$ cat config.mk
export PLATFORM = sky130hd
export DESIGN_NAME = psw_window
export DESIGN_NICKNAME = d
export VERILOG_FILES = /design/src/logic/psw_pkg.sv /design/src/logic/psw_fetch_if.sv /design/src/logic/psw_stall_cnt.sv /design/src/logic/psw_window.sv
export VERILOG_INCLUDE_DIRS = /design/src /design/src/logic
export SDC_FILE = /design/constraint.sdc
export NUM_CORES = 1
export LEC_CHECK = 0
export ABC_AREA = 1
export BUFFER_PORTS_ARGS = -buffer_cell sky130_fd_sc_hd__buf_2
export CORE_MARGIN = 2
export CORE_UTILIZATION = 38
export CTS_BUF_LIST = sky130_fd_sc_hd__clkbuf_2
export CTS_CLUSTER_SIZE = 40
export DETAILED_ROUTE_END_ITERATION = 7
export HOLD_SLACK_MARGIN = 0.15
export PLACE_DENSITY = 0.75
export SLEW_MARGIN = 20
export SYNTH_ARGS = -nofsm -noshare
export SYNTH_HDL_FRONTEND = slang
export SYNTH_SLANG_ARGS = --single-unit
export TNS_END_PERCENT = 20
$ cat constraint.sdc
create_clock -name sys_clk -period 1.5 [get_ports sys_clk]
set_clock_uncertainty 0.2 [all_clocks]
set_input_delay 0.075 -clock sys_clk [delete_from_list [all_inputs] [get_ports sys_clk]]
set_output_delay 0.075 -clock sys_clk [all_outputs]
set_load 0.02 [all_outputs]
$ cat src/logic/psw_defines.svh
// Constants for the program space data window
`ifndef PSW_DEFINES_SVH
`define PSW_DEFINES_SVH
`define PSW_DADDR_W      16
`define PSW_PADDR_W      23
`define PSW_PWORD_W      24
`define PSW_DATA_W       16
`define PSW_PAGE_W       8
`define PSW_OFS_W        15
`define PSW_WIN_MSB      15
`define PSW_CTRL_WIN_BIT 2
`define PSW_PAGE_RST     8'h00
`define PSW_CTRL_RST     16'h0000
`define PSW_XTRA_MOVE    2'h1
`define PSW_XTRA_OTHER   2'h2
`define PSW_XTRA_NONE    2'h0
`define PSW_STALL_MAX    3'h3
`define PSW_RUN_SAT      3'h7
`endif

$ cat src/logic/psw_pkg.sv
// Types for the program space data window
package psw_pkg;
  typedef enum logic [1:0] {
    PSW_IDLE  = 2'b00,
    PSW_FETCH = 2'b01,
    PSW_DONE  = 2'b10
  } psw_state_t;
endpackage

$ cat src/logic/psw_fetch_if.sv
// Program memory fetch carrier between window and stall counter
`timescale 1ns/1ps
interface psw_fetch_if;
  logic       start;
  logic [1:0] extra;
  logic       busy;
  logic       last;
  modport ctl (output start, output extra, input busy, input last);
  modport cnt (input start, input extra, output busy, output last);
endinterface

$ cat src/logic/psw_stall_cnt.sv
// Extra cycle counter for window reads
`timescale 1ns/1ps
`include "psw_defines.svh"
module psw_stall_cnt
  import psw_pkg::*;
(
  // Clock and reset
  input  wire logic sys_clk,
  input  wire logic rst,
  // Fetch carrier
  psw_fetch_if.cnt  fif
);
  logic [1:0] left_q;

  // Counts down the added instruction cycles
  always_ff @(posedge sys_clk or posedge rst) begin
    if (rst) begin
      left_q <= `PSW_XTRA_NONE;
    end else if (fif.start) begin
      left_q <= fif.extra;
    end else if (left_q != `PSW_XTRA_NONE) begin
      left_q <= left_q - 2'h1;
    end
  end

  assign fif.busy = (left_q != `PSW_XTRA_NONE);
  assign fif.last = (left_q == `PSW_XTRA_MOVE);
endmodule // psw_stall_cnt

$ cat src/logic/psw_window.sv
// Program space data window: maps upper data space onto a program page
// What this block does
// - Data addresses 8000h and up form a window onto one program page.
// - Window read only when address MSB is one and enable bit set.
// - Eight-bit page register picks one of 256 pages of 16K words.
// - Program address is page register over lower 15 address bits.
// - Lower 15 data address bits map straight onto program address bits.
// - A window read returns the lower 16 bits of the 24-bit word.
// - Except in other repeat iterations, a window read adds extra cycles for the two fetches.
// - Window access is suspended while a table instruction runs.
// - Outside repeat loops, word and double moves take one extra cycle.
// - Outside repeat loops, other instructions take two extra cycles.
// - In repeat loops, first, last, pre- and post-interrupt iterations add two.
// - Other repeat iterations complete the window access in one cycle.
`timescale 1ns/1ps
`include "psw_defines.svh"
module psw_window
  import psw_pkg::*;
#(
  parameter int PAGE_W = `PSW_PAGE_W,
  parameter int OFS_W  = `PSW_OFS_W
)(
  // Clock and reset
  input  wire logic                       sys_clk,
  input  wire logic                       rst,
  // Core control and page register writes
  input  wire logic                       ctrl_we,
  input  wire logic [`PSW_DATA_W-1:0]     ctrl_wdata,
  input  wire logic                       page_we,
  input  wire logic [PAGE_W-1:0]          page_wdata,
  output logic [`PSW_DATA_W-1:0]          core_control_register,
  output logic [PAGE_W-1:0]               window_page_register,
  // Data read request from the core
  input  wire logic                       rd_req,
  input  wire logic [`PSW_DADDR_W-1:0]    data_effective_address,
  input  wire logic                       is_move,
  input  wire logic                       in_repeat,
  input  wire logic                       rpt_edge,
  input  wire logic                       table_busy,
  output logic                            rd_stall,
  output logic                            rd_valid,
  output logic [`PSW_DATA_W-1:0]          rd_data,
  // Data memory port
  output logic                            dmem_re,
  output logic [`PSW_DADDR_W-1:0]         dmem_addr,
  input  wire logic [`PSW_DATA_W-1:0]     dmem_rdata,
  // Program memory port
  output logic                            pmem_re,
  output logic [PAGE_W+OFS_W-1:0]         pmem_addr,
  input  wire logic [`PSW_PWORD_W-1:0]    pmem_rdata
);
  // Widths are tied to the page over offset split of the program address
  if (PAGE_W != `PSW_PAGE_W || OFS_W != `PSW_OFS_W) begin : g_bad_split
    $error("psw_window: page and offset widths are fixed by the address split");
  end

  psw_fetch_if fif ();
  psw_state_t  state_q;
  logic        win_hit;
  logic        win_en;
  logic        take_win;
  logic [1:0]  extra;

  // Counter for the added cycles
  psw_stall_cnt u_cnt (
    .sys_clk (sys_clk),
    .rst     (rst),
    .fif     (fif)
  );

  // Control register; enable comes out of reset clear
  always_ff @(posedge sys_clk or posedge rst) begin
    if (rst) begin
      core_control_register <= `PSW_CTRL_RST;
    end else if (ctrl_we) begin
      core_control_register <= ctrl_wdata;
    end
  end

  // Page register, eight bits, 256 pages
  always_ff @(posedge sys_clk or posedge rst) begin
    if (rst) begin
      window_page_register <= `PSW_PAGE_RST;
    end else if (page_we) begin
      window_page_register <= page_wdata;
    end
  end

  // Window decode; table accesses hold it off to avoid fetch port clashes
  assign win_en   = core_control_register[`PSW_CTRL_WIN_BIT];
  assign win_hit  = data_effective_address[`PSW_WIN_MSB] & win_en;
  assign take_win = rd_req & win_hit & ~table_busy & (state_q == PSW_IDLE);

  // Added cycle count picks repeat-loop case first
  always_comb begin
    if (in_repeat && !rpt_edge) begin
      extra = `PSW_XTRA_NONE;
    end else if (in_repeat) begin
      extra = `PSW_XTRA_OTHER;
    end else if (is_move) begin
      extra = `PSW_XTRA_MOVE;
    end else begin
      extra = `PSW_XTRA_OTHER;
    end
  end

  assign fif.start = take_win & (extra != `PSW_XTRA_NONE);
  assign fif.extra = extra;

  // Window read sequencer
  always_ff @(posedge sys_clk or posedge rst) begin
    if (rst) begin
      state_q <= PSW_IDLE;
    end else begin
      case (state_q)
        PSW_IDLE: begin
          if (fif.start) state_q <= PSW_FETCH;
        end
        PSW_FETCH: begin
          if (fif.last) state_q <= PSW_DONE;
        end
        PSW_DONE: begin
          state_q <= PSW_IDLE;
        end
        default: begin
          state_q <= PSW_IDLE;
        end
      endcase
    end
  end

  // Program address is page over offset; the word pitch of 2 lives in the offset
  assign pmem_addr = {window_page_register, data_effective_address[OFS_W-1:0]};
  assign pmem_re   = take_win | (state_q == PSW_FETCH);
  assign dmem_re   = rd_req & ~win_hit;
  assign dmem_addr = data_effective_address;

  // Stall while the window is waiting, held off by table use or counting
  assign rd_stall = (rd_req & win_hit & table_busy) | fif.start | (state_q == PSW_FETCH);

  // Answer register; only the low word of the program word is returned
  always_ff @(posedge sys_clk or posedge rst) begin
    if (rst) begin
      rd_valid <= 1'b0;
      rd_data  <= '0;
    end else begin
      rd_valid <= 1'b0;
      if (rd_req && !win_hit) begin
        rd_valid <= 1'b1;
        rd_data  <= dmem_rdata;
      end else if ((take_win && extra == `PSW_XTRA_NONE) || (state_q == PSW_FETCH && fif.last)) begin
        rd_valid <= 1'b1;
        rd_data  <= pmem_rdata[`PSW_DATA_W-1:0];
      end
    end
  end

  // Helper: length of an unbroken stall that no table access explains
  // Saturates so a hang shows as a stuck maximum, not a wrap to zero
  logic [2:0] stall_run_q;

  always_ff @(posedge sys_clk or posedge rst) begin
    if (rst) begin
      stall_run_q <= '0;
    end else if (rd_stall && !table_busy) begin
      if (stall_run_q != `PSW_RUN_SAT) begin
        stall_run_q <= stall_run_q + 3'h1;
      end
    end else begin
      stall_run_q <= '0;
    end
  end
endmodule // psw_window

==> results.yml, run 1 <==
status:
  violations: "negative hold slack, negative setup slack"
  status: "complete, but fails checks"
yosys:
  yosysSeqAreaShare_pct: 47.8
  netlist_instances: 253
  synth_nets: 344
  synth_largest_area_cell: "dfrtp_1"
  ys_types: 20
  synthTopCellsByArea: "dfrtp_1 (48%), nand2_1 (15%), buf_4 (13%)"
  synth_fa_ha_area_share_pct: 1.06
  synth_top_family_by_area: "simple AND/OR/NAND/NOR gates"
  ys_warn_count: 0
  synth_compound_area_share_pct: 0.425
  synth_top_area_share_pct: 47.8
  synth-seq-cells: 45
  synth_area_um2: 2350
  yosys.area_share.simple_pct: 23.0
  synth_mux_area_share_pct: 11.5
  synth_xor_area_share_pct: 0
  syn-mean-instance-area_um2: 9.30
sta:
  slew_headroom_pct: 70.5
  slew_violations: 0
  fin_crit_ns: 1.67
  rsz0062_at_grt: "true"
  hold_violations: 18
  fmax_mhz: 599
  tightest_slew_ns: 0.442
  finalCritPeriodShare_pct: 111
  timing.setup.tns_ns: -1.43
  finalSetupViolCount: 21
  setup_ws_ns: -0.169
  holdWs_ns: -0.0326
clock_network:
  clk_pin_slew_ns: 0.21
  cts_buffers: 5
  cts_tree: "built"
  cts_root_buffer: "clkbuf_2"
  cts_sinks: 45
  clk_path_buf_depth: 2
  clock_latency_ns: 0.40
  cts_max_level: 2
  ctsHoldBuffers: 80
critical_path:
  critPathMaxFanout: 3
  worst_setup_path_end_kind: "output pin"
  r2r_slack_ns: -0.08
  worstPathRequired_ns: 1.22
  critPathKind: "register to output pin"
  slowest_stage: "dfrtp_1"
  slowest_delay_ns: 0.42
  critPathLaunchType: "register"
  arrival_ns: 1.39
  cp_cell_sequence: "inv_1 > nand2_2 > nor2_4 > nand3_4 > nand3_2 > buf_6"
die:
  start_util_pct: 39.5
  fp.dieW_um: 82.7
  ioPinCount: 172
  core_um2: 5960
  num_rows: 28
  die-area_um2: 6840
  die_y_um: 82.7
placement:
  place_inst: 408
  gp_congestion: 0.711
  place_ws_ns: -0.0126
  numPortBuffers: 118
  postPlaceCellArea_um2: 2790
  hpwl_um: 3910
power:
  power.total_mw: 3.99
  power_density_nw_per_um2: 1030
  ir_drop_uv: 500
  p_leak_nw: 2.05
drt:
  drtAntennaViolNets: 0
  num_vias: 2360
  drc_errors: 0
  drt-wirelength-per-cell_um: 13.7
  drt_iter0_markers: 66
  viasPerCell: 4.65
  routed_wl_um: 6970
  drtPass1Iterations: 4
worst_hold_path:
  hp-class: "input pin to async pin"
cells_and_area:
  stdcell_area_um2: 3880
  drive_gt1_share_pct: 44.6
  finalNetCount: 523
  stdcell_count: 508
  final_core_util_pct: 65.1
  area_growth_pct: 64.7
  fillerInstances: 448
  antennaDiodeCount: 0
global_routing:
  antenna_found_initial: 0
  grt_pass1_vias: 2230
  grt_max_degree: 21
  grt_overflow: 0
  grt_usage_pct: 19.1
  grt_pass1_wl_um: 9690
run:
  max_cap_viol_count: 0
## routing by layer
metal  global-route usage [%]  vias up  routed length, um
met3                     5.98       38                663
met2                     35.0      151               3520
met4                     13.8        0                365
met5                        0        -                  0
li1                         -     1120                  -
met1                     17.6     1051               2420
## state kept, by name, indices dropped and copies added (netlist names)
| register | flops |
|---|---|
| rd_data | 16 |
| u_cnt.left_q | 2 |
| state_q | 2 |
| window_page_register | 8 |
| rd_valid | 1 |
| core_control_register | 16 |
## cells in the final DEF (no fill, tap or decap), types with 3 or more instances in the layout
cell type	n
buf_2	115
nand2_1	85
dlygate4sd3_1	80
dfrtp_1	44
mux2_2	24
nand3_1	19
buf_4	11
buf_6	10
nand2_2	8
inv_1	6
clkbuf_2	5
inv_2	3
## cells in the mapped netlist
cell,instances
buf_6,1
nand4_4,1
inv_1,8
dfrtp_1,45
clkbuf_1,1
mux2_2,24
o21ai_0,1
buf_4,40
nor2_1,1
nor2_2,1
nand2_4,2
ha_1,2
nand2_2,1
nand3_1,21
inv_2,3
nor2_8,1
o21ai_1,1
nand2_1,93
nand4_1,1
buf_2,5
## worst max-delay path: cells and delay by family (launching register included)
kind	cells	cell delay (ns)
buf+inv	2	0.18
simple gates	4	0.39
flops	1	0.42
## kinds of logic (layout without fill, tap and decap cells)
logic type               after synthesis  after routing
AO/OA/AOI/OAI                          2              2
adder cells (fa/ha/maj)                2              2
buffers and inverters                 58            237
flip-flops                            45             45
multiplexers                          24             24
AND/OR/NAND/NOR                      122            123
## final timing paths
kind                                                 startpoint  cells after the start                                    to
min in group sys_clk                              page_wdata[4]                      3   window_page_register[4]$_DFFE_PP0P_
setup / recovery                         state_q[0]$_DFFE_PP0P_                      6                              rd_stall
max in group asynchronous                                   rst                      4   window_page_register[3]$_DFFE_PP0P_
hold reg to reg                         rd_data[13]$_DFFE_PP0P_                      2               rd_data[13]$_DFFE_PP0P_
setup reg to reg           core_control_register[2]$_DFFE_PP0P_                      9                rd_data[5]$_DFFE_PP0P_
hold / removal                                              rst                      3  core_control_register[5]$_DFFE_PP0P_
## area by class of cell
class,count,area (um^2),share of cell area [%]
well taps,75,93.8,2.42
flip-flops and latches,45,1130,29.1
inverters,11,51.3,1.32
repair buffers,218,1610,41.6
multi-input cells,151,926,23.9
clock inverters,3,41.3,1.07
clock buffers,5,25.0,0.646
## where the power goes
group | switching (mW) | internal (mW)
combinational | 0.985 | 0.768
sequential | 0.133 | 1.44
clock | 0.385 | 0.275
## what timing repair did
action	in CTS	in global routing
hold endpoints to repair	119	18
buffers inserted	5	6
gates resized for setup	18	16
endpoints found under the setup margin	20	21
pin swaps	3	5
gates cloned	0	1
Note: power is estimated with default switching activity, not from simulation.
==> run 2, diff against run 1 <==
- CORE_UTILIZATION: 38 -> 40
- clock period: 1.5 -> 2.12 ns (I/O delays scaled with it)
==> run 2 against run 1 <==
  * The flow now stops in clock tree synthesis
  * Area after synthesis is the same
  * Synthesized cell count is the same
==> results.yml, run 2 <==
placement:
  hpwl_um: 3740
  place_ws_ns: 0.325
  gp_congestion: 0.712
  numPortBuffers: 118
die:
  start_util_pct: 42.0
  num_rows: 27
  die_y_um: 80.7
  ioPinCount: 172
  fp.dieW_um: 80.7
clock_network:
  cts_sinks: 45
  clk_path_buf_depth: 2
  post_cts_buffers: 0
  ctsHoldBuffers: 101
  cts_root_buffer: "clkbuf_2"
  cts_max_level: 2
  cts_buffers: 5
  cts-resized-gates: 0
yosys:
  synth_area_um2: 2350
  synth_nets: 344
  synth-seq-cells: 45
  async_reset_ff_share_pct: 100
  netlist_instances: 253
  ys_types: 20
  synthTopCellsByArea: "dfrtp_1 (48%), nand2_1 (15%), buf_4 (13%)"
  synthTopCellsByCount: "nand2_1 (93), dfrtp_1 (45), buf_4 (40)"
  synth_top_area_share_pct: 47.8
  synth_largest_area_cell: "dfrtp_1"
  yosysSeqAreaShare_pct: 47.8
  ys.flop_type: "dfrtp_1"
  ys_warn_count: 0
  synth_most_common_cell: "nand2_1"
  syn-mean-instance-area_um2: 9.30
  synth_edf_count: 0
status:
  first-error: "[ERROR RSZ-0060] Max buffer count reached."
  stop_stage: "clock tree synthesis"
  status: "aborted with a tool error"
## run 2: cell counts after synthesis
Identical to the previous run, type by type.
## run 2: through the flow
| step | cells | hold slack, ns | util [%] | cell area, um^2 |
|---|---|---|---|---|
| 2_1_floorplan | 253 | 0.0576 | - | 2350 |
| 3_3_place_gp | 398 | -0.147 | 48.3 | 2710 |
| 3_5_place_dp | 398 | -0.146 | 48.3 | 2710 |
## run 2: cell families after synthesis
kind of cell,count (synthesis),share of synthesized area [%]
simple gates,122,23.0
fa+ha+maj,2,1.06
buf+inv,58,16.2
compound gates,2,0.425
flops,45,47.8
mux,24,11.5
==> run 3, diff against run 2 <==
- CORE_UTILIZATION: 40 -> 25
- CTS_BUF_LIST: sky130_fd_sc_hd__clkbuf_2 -> not set
- CTS_CLUSTER_SIZE: 40 -> not set
- HOLD_SLACK_MARGIN: 0.15 -> not set
- PLACE_DENSITY: 0.75 -> not set
- PLACE_DENSITY_LB_ADDON: not set -> 0.15
==> run 3 against run 2 <==
  * The flow now finishes without violations
==> results.yml, run 3 (synthesis results as in run 1) <==
drt:
  num_vias: 2073
  drtPass1Iterations: 4
  drt-wirelength-per-cell_um: 11.7
  viasPerCell: 4.11
  drc_errors: 0
  drt_iter0_markers: 42
  drtAntennaViolNets: 0
  routed_wl_um: 5910
power:
  ir_drop_uv: 285
  power_density_nw_per_um2: 793
  p_leak_nw: 1.85
  power.total_mw: 2.75
global_routing:
  grt_max_degree: 46
  antenna_found_initial: 0
  grt_pass1_vias: 2032
  grt_overflow: 0
  grt_pass1_wl_um: 9170
  grt_usage_pct: 11.3
clock_network:
  cts_tree: "built"
  post_cts_buffers: 0
  clk_pin_slew_ns: 0.09
  clock_latency_ns: 0.29
  cts_root_buffer: "clkbuf_8"
  cts_max_level: 2
  cts_sinks: 45
  clk_path_buf_depth: 2
  cts-resized-gates: 0
  cts_buffers: 5
die:
  die_y_um: 101
  core_um2: 9200
  fp.dieW_um: 101
  start_util_pct: 25.6
  ioPinCount: 172
  num_rows: 35
  die-area_um2: 10200
status:
  status: "complete, no violations"
critical_path:
  worstPathRequired_ns: 1.81
  critPathMaxFanout: 17
  worst_setup_path_end_kind: "output pin"
  arrival_ns: 1.61
  critPathLaunchType: "register"
  critPathKind: "register to output pin"
cells_and_area:
  area_growth_pct: 47.3
  layout_commonest_cell: "buf_2"
  top_regs: "core_control_register: 16 flops, rd_data: 16 flops, window_page_register: 8 flops"
  drive_gt1_share_pct: 41.5
  finalNetCount: 483
  layout_common_cells: "buf_2 (118), nand2_1 (93), dlygate4sd3_1 (58), dfrtp_1 (45), mux2_2 (24)"
  antennaDiodeCount: 0
  fillerInstances: 928
  final_core_util_pct: 37.7
sta:
  finalSetupViolCount: 0
  rsz0062_at_grt: "false"
  slew_headroom_pct: 61.1
  timing.setup.tns_ns: 0
  slew_violations: 0
  fmax_mhz: 523
  hold_violations: 0
  fin_crit_ns: 1.91
  finalCritPeriodShare_pct: 90.2
  tightest_slew_ns: 0.584
placement:
  numPortBuffers: 118
  hpwl_um: 4040
  gp_congestion: 0.686
run:
  max_cap_viol_count: 0
worst_hold_path:
  hp-class: "input pin to register"
## run 3: through the flow
step | hold slack, ns | std cells | cell area [um^2] | setup slack, ns
finish | 0.00995 | 504 | 3470 | 0.207
global route | 0.0120 | 504 | 3470 | 0.0789
CTS | 0.00727 | 504 | 3470 | 0.158
detailed placement | 0.0122 | 438 | 2770 | 0.395
global placement | 0.0122 | 438 | 2770 | 0.391
floorplan | 0.0576 | 253 | 2350 | 0.572
## run 3: metal layers
layer	part of all wire, %	GRT usage, %
met1	43	13.1
met2	48	20.1
met4	1.5	3.95
met5	0	0
met3	7.0	3.05
## run 3: power breakdown
group / total (mW) / internal, mW / leakage, nW / switching [mW]
logic: 0.966 / 0.395 / 1.25 / 0.572
registers: 1.11 / 1.02 / 0.542 / 0.0866
clock network: 0.675 / 0.383 / 0.0574 / 0.291
## run 3: layout make-up
class                           count  area (um^2)  share of cell area (%)
Clock buffer                        6         82.6                    2.38
Clock inverter                      2         37.5                    1.08
Inverter                           11         41.3                    1.19
Multi-Input combinational cell    150          846                    24.4
Sequential cell                    45         1130                    32.5
Tap cell                          111          139                    4.01
Timing Repair Buffer              179         1190                    34.4
## run 3: worst paths after layout
check / end / depth (start not counted) / from / slack [ns]
worst max-delay path: dmem_re / 5 / core_control_register[2]$_DFFE_PP0P_ / 0.21
min in group asynchronous: core_control_register[10]$_DFFE_PP0P_ / 4 / rst / 0.32
worst max register to register: rd_data[4]$_DFFE_PP0P_ / 7 / u_cnt.left_q[0]$_DFFE_PP0P_ / 0.41
worst min-delay path: window_page_register[1]$_DFFE_PP0P_ / 2 / page_we / 0.01
max in group asynchronous: rd_data[11]$_DFFE_PP0P_ / 4 / rst / 1.01
worst min register to register: rd_data[6]$_DFFE_PP0P_ / 2 / rd_data[6]$_DFFE_PP0P_ / 0.31
## run 3: timing repair
| item | CTS | global route |
|---|---|---|
| hold buffers | 58 | 0 |
| setup endpoints to repair | 0 | 0 |
| endpoints found under the hold margin | 86 | 0 |
## run 3: worst max-delay path, stage by stage, from the launching register on
cell and delay (ns):
dfrtp_1 0.42, nand2_2 0.15, nand2_4 0.06, buf_4 0.20, inv_2 0.26, buf_2 0.23
==> run 4, diff against run 3 <==
- HOLD_SLACK_MARGIN: not set -> 0.02
==> run 4 against run 3 <==
  * First-iteration DRC count rose by 14%
  * Core utilization grew 2.5 points
  * Power is 3.2% higher
  * Cell area rose by 6.6%
  * Sequential power about the same
  * Combinational power grew 9.7%
==> results.yml, run 4 (synthesis results as in run 1) <==
status:
  status: "complete, no violations"
clock_network:
  cts_buffers: 5
  post_cts_buffers: 0
  clk_path_buf_depth: 2
  cts_max_level: 2
  clock_latency_ns: 0.29
  cts_tree: "built"
  cts_sinks: 45
  cts_root_buffer: "clkbuf_8"
  clk_pin_slew_ns: 0.08
die:
  ioPinCount: 172
  die_y_um: 101
  core_um2: 9200
  fp.dieW_um: 101
  num_rows: 35
  die-area_um2: 10200
  start_util_pct: 25.6
drt:
  viasPerCell: 4.11
  drtAntennaViolNets: 0
  drt_iter0_markers: 48
  routed_wl_um: 6050
  num_vias: 2166
  drtPass1Iterations: 5
  drc_errors: 0
  drt-wirelength-per-cell_um: 11.5
critical_path:
  arrival_ns: 1.61
  critical_path.startpoint: "core_control_register[2]$_DFFE_PP0P_"
  worst_setup_path_end_kind: "output pin"
  worstPathRequired_ns: 1.81
  r2r_end: "rd_data[4]$_DFFE_PP0P_"
  critPathKind: "register to output pin"
  critPathMaxFanout: 17
  crit-reg2reg-launch: "u_cnt.left_q[0]$_DFFE_PP0P_"
  critPathLaunchType: "register"
  reg2reg_depth: 7
  r2r_slack_ns: 0.41
  worstSetupEndpoint: "dmem_re"
cells_and_area:
  antennaDiodeCount: 0
  drive_gt1_share_pct: 39.2
  final_core_util_pct: 40.2
  layout_common_cells: "buf_2 (118), nand2_1 (93), dlygate4sd3_1 (81), dfrtp_1 (45), mux2_2 (24)"
  layout_commonest_cell: "buf_2"
  finalNetCount: 506
  top_regs: "core_control_register: 16 flops, rd_data: 16 flops, window_page_register: 8 flops"
  area_growth_pct: 57.0
global_routing:
  grt_max_degree: 46
  grt_pass1_vias: 2086
  grt_overflow: 0
  antenna_found_initial: 0
  grt_usage_pct: 11.5
  grt_pass1_wl_um: 9370
sta:
  finalSetupViolCount: 0
  rsz0062_at_grt: "false"
  fin_crit_ns: 1.91
  slew_violations: 0
  finalCritPeriodShare_pct: 90.3
  timing.setup.tns_ns: 0
  slew_headroom_pct: 60.7
  tightest_slew_ns: 0.589
  hold_violations: 0
  fmax_mhz: 522
power:
  power_density_nw_per_um2: 768
  p_leak_nw: 1.95
  ir_drop_uv: 284
  power.total_mw: 2.84
run:
  max_cap_viol_count: 0
placement:
  hpwl_um: 4040
  gp_congestion: 0.686
  numPortBuffers: 118
worst_hold_path:
  hp-class: "input pin to register"
  hold_depth: 4
==> run 4: cell types whose count changed in the layout (fill, tap and decap cells not counted), sizes merged <==
| cell | change |
|---|---|
| dlygate4sd3 | +23 |
==> run 4: per-layer routing <==
layer | vias up | global-route usage (%) | share of wire [%] | routed length (um)
met1 | 974 | 13.5 | 43 | 2630
met5 | - | 0 | 0 | 0
met3 | 4 | 3.05 | 7.1 | 431
met4 | 0 | 3.33 | 0.76 | 46
li1 | 1082 | - | - | -
met2 | 106 | 20.7 | 49 | 2950
==> run 4: worst min path at each step <==
stage | start | endpoint | slack (ns)
detailed placement | data_effective_address[10] | pmem_addr[10] | 0.01
finish | in_repeat | rd_data[11]$_DFFE_PP0P_ | 0.04
CTS | table_busy | rd_data[11]$_DFFE_PP0P_ | 0.03
global placement | data_effective_address[10] | pmem_addr[10] | 0.01
floorplan | ctrl_wdata[10] | core_control_register[10]$_DFFE_PP0P_ | 0.06
global route | in_repeat | rd_data[14]$_DFFE_PP0P_ | 0.05
==> run 4: report_power, final <==
part,internal [mW],switching [mW],leakage (nW),total (mW)
Clock,0.383,0.291,0.0574,0.674
Combinational,0.432,0.623,1.35,1.06
Sequential,1.02,0.0856,0.542,1.11
Total,1.84,1.00,1.95,2.84
==> run 4: cell type report <==
| class | instances | area, um^2 |
|---|---|---|
| inverters | 11 | 41.3 |
| well taps | 111 | 139 |
| clock inverters | 2 | 37.5 |
| multi-input cells | 150 | 846 |
| repair buffers | 202 | 1420 |
| clock buffers | 6 | 82.6 |
| fillers | 917 | 5500 |
| flip-flops and latches | 45 | 1130 |
==> run 4: what timing repair did <==
item                                   in CTS  in global routing
gates resized for setup                     0                  0
hold buffers                               81                  0
endpoints found under the hold margin     117                  0
==> run 4: critical path, cell delays in order (launching register included) <==
cell     delay [ns]
dfrtp_1        0.42
nand2_2        0.15
nand2_4        0.06
buf_4          0.20
inv_2          0.26
buf_2          0.23
==> run 4: stage by stage <==
| stage | setup slack, ns | area, um^2 | hold WS (ns) | cells |
|---|---|---|---|---|
| after detailed placement | 0.395 | 2770 | 0.0122 | 438 |
| final | 0.206 | 3700 | 0.0365 | 527 |
| after global placement | 0.391 | 2770 | 0.0122 | 438 |
| after CTS | 0.158 | 3700 | 0.0311 | 527 |
| after floorplan | 0.572 | 2350 | 0.0576 | 253 |
| after global routing | 0.0789 | 3700 | 0.0478 | 527 |
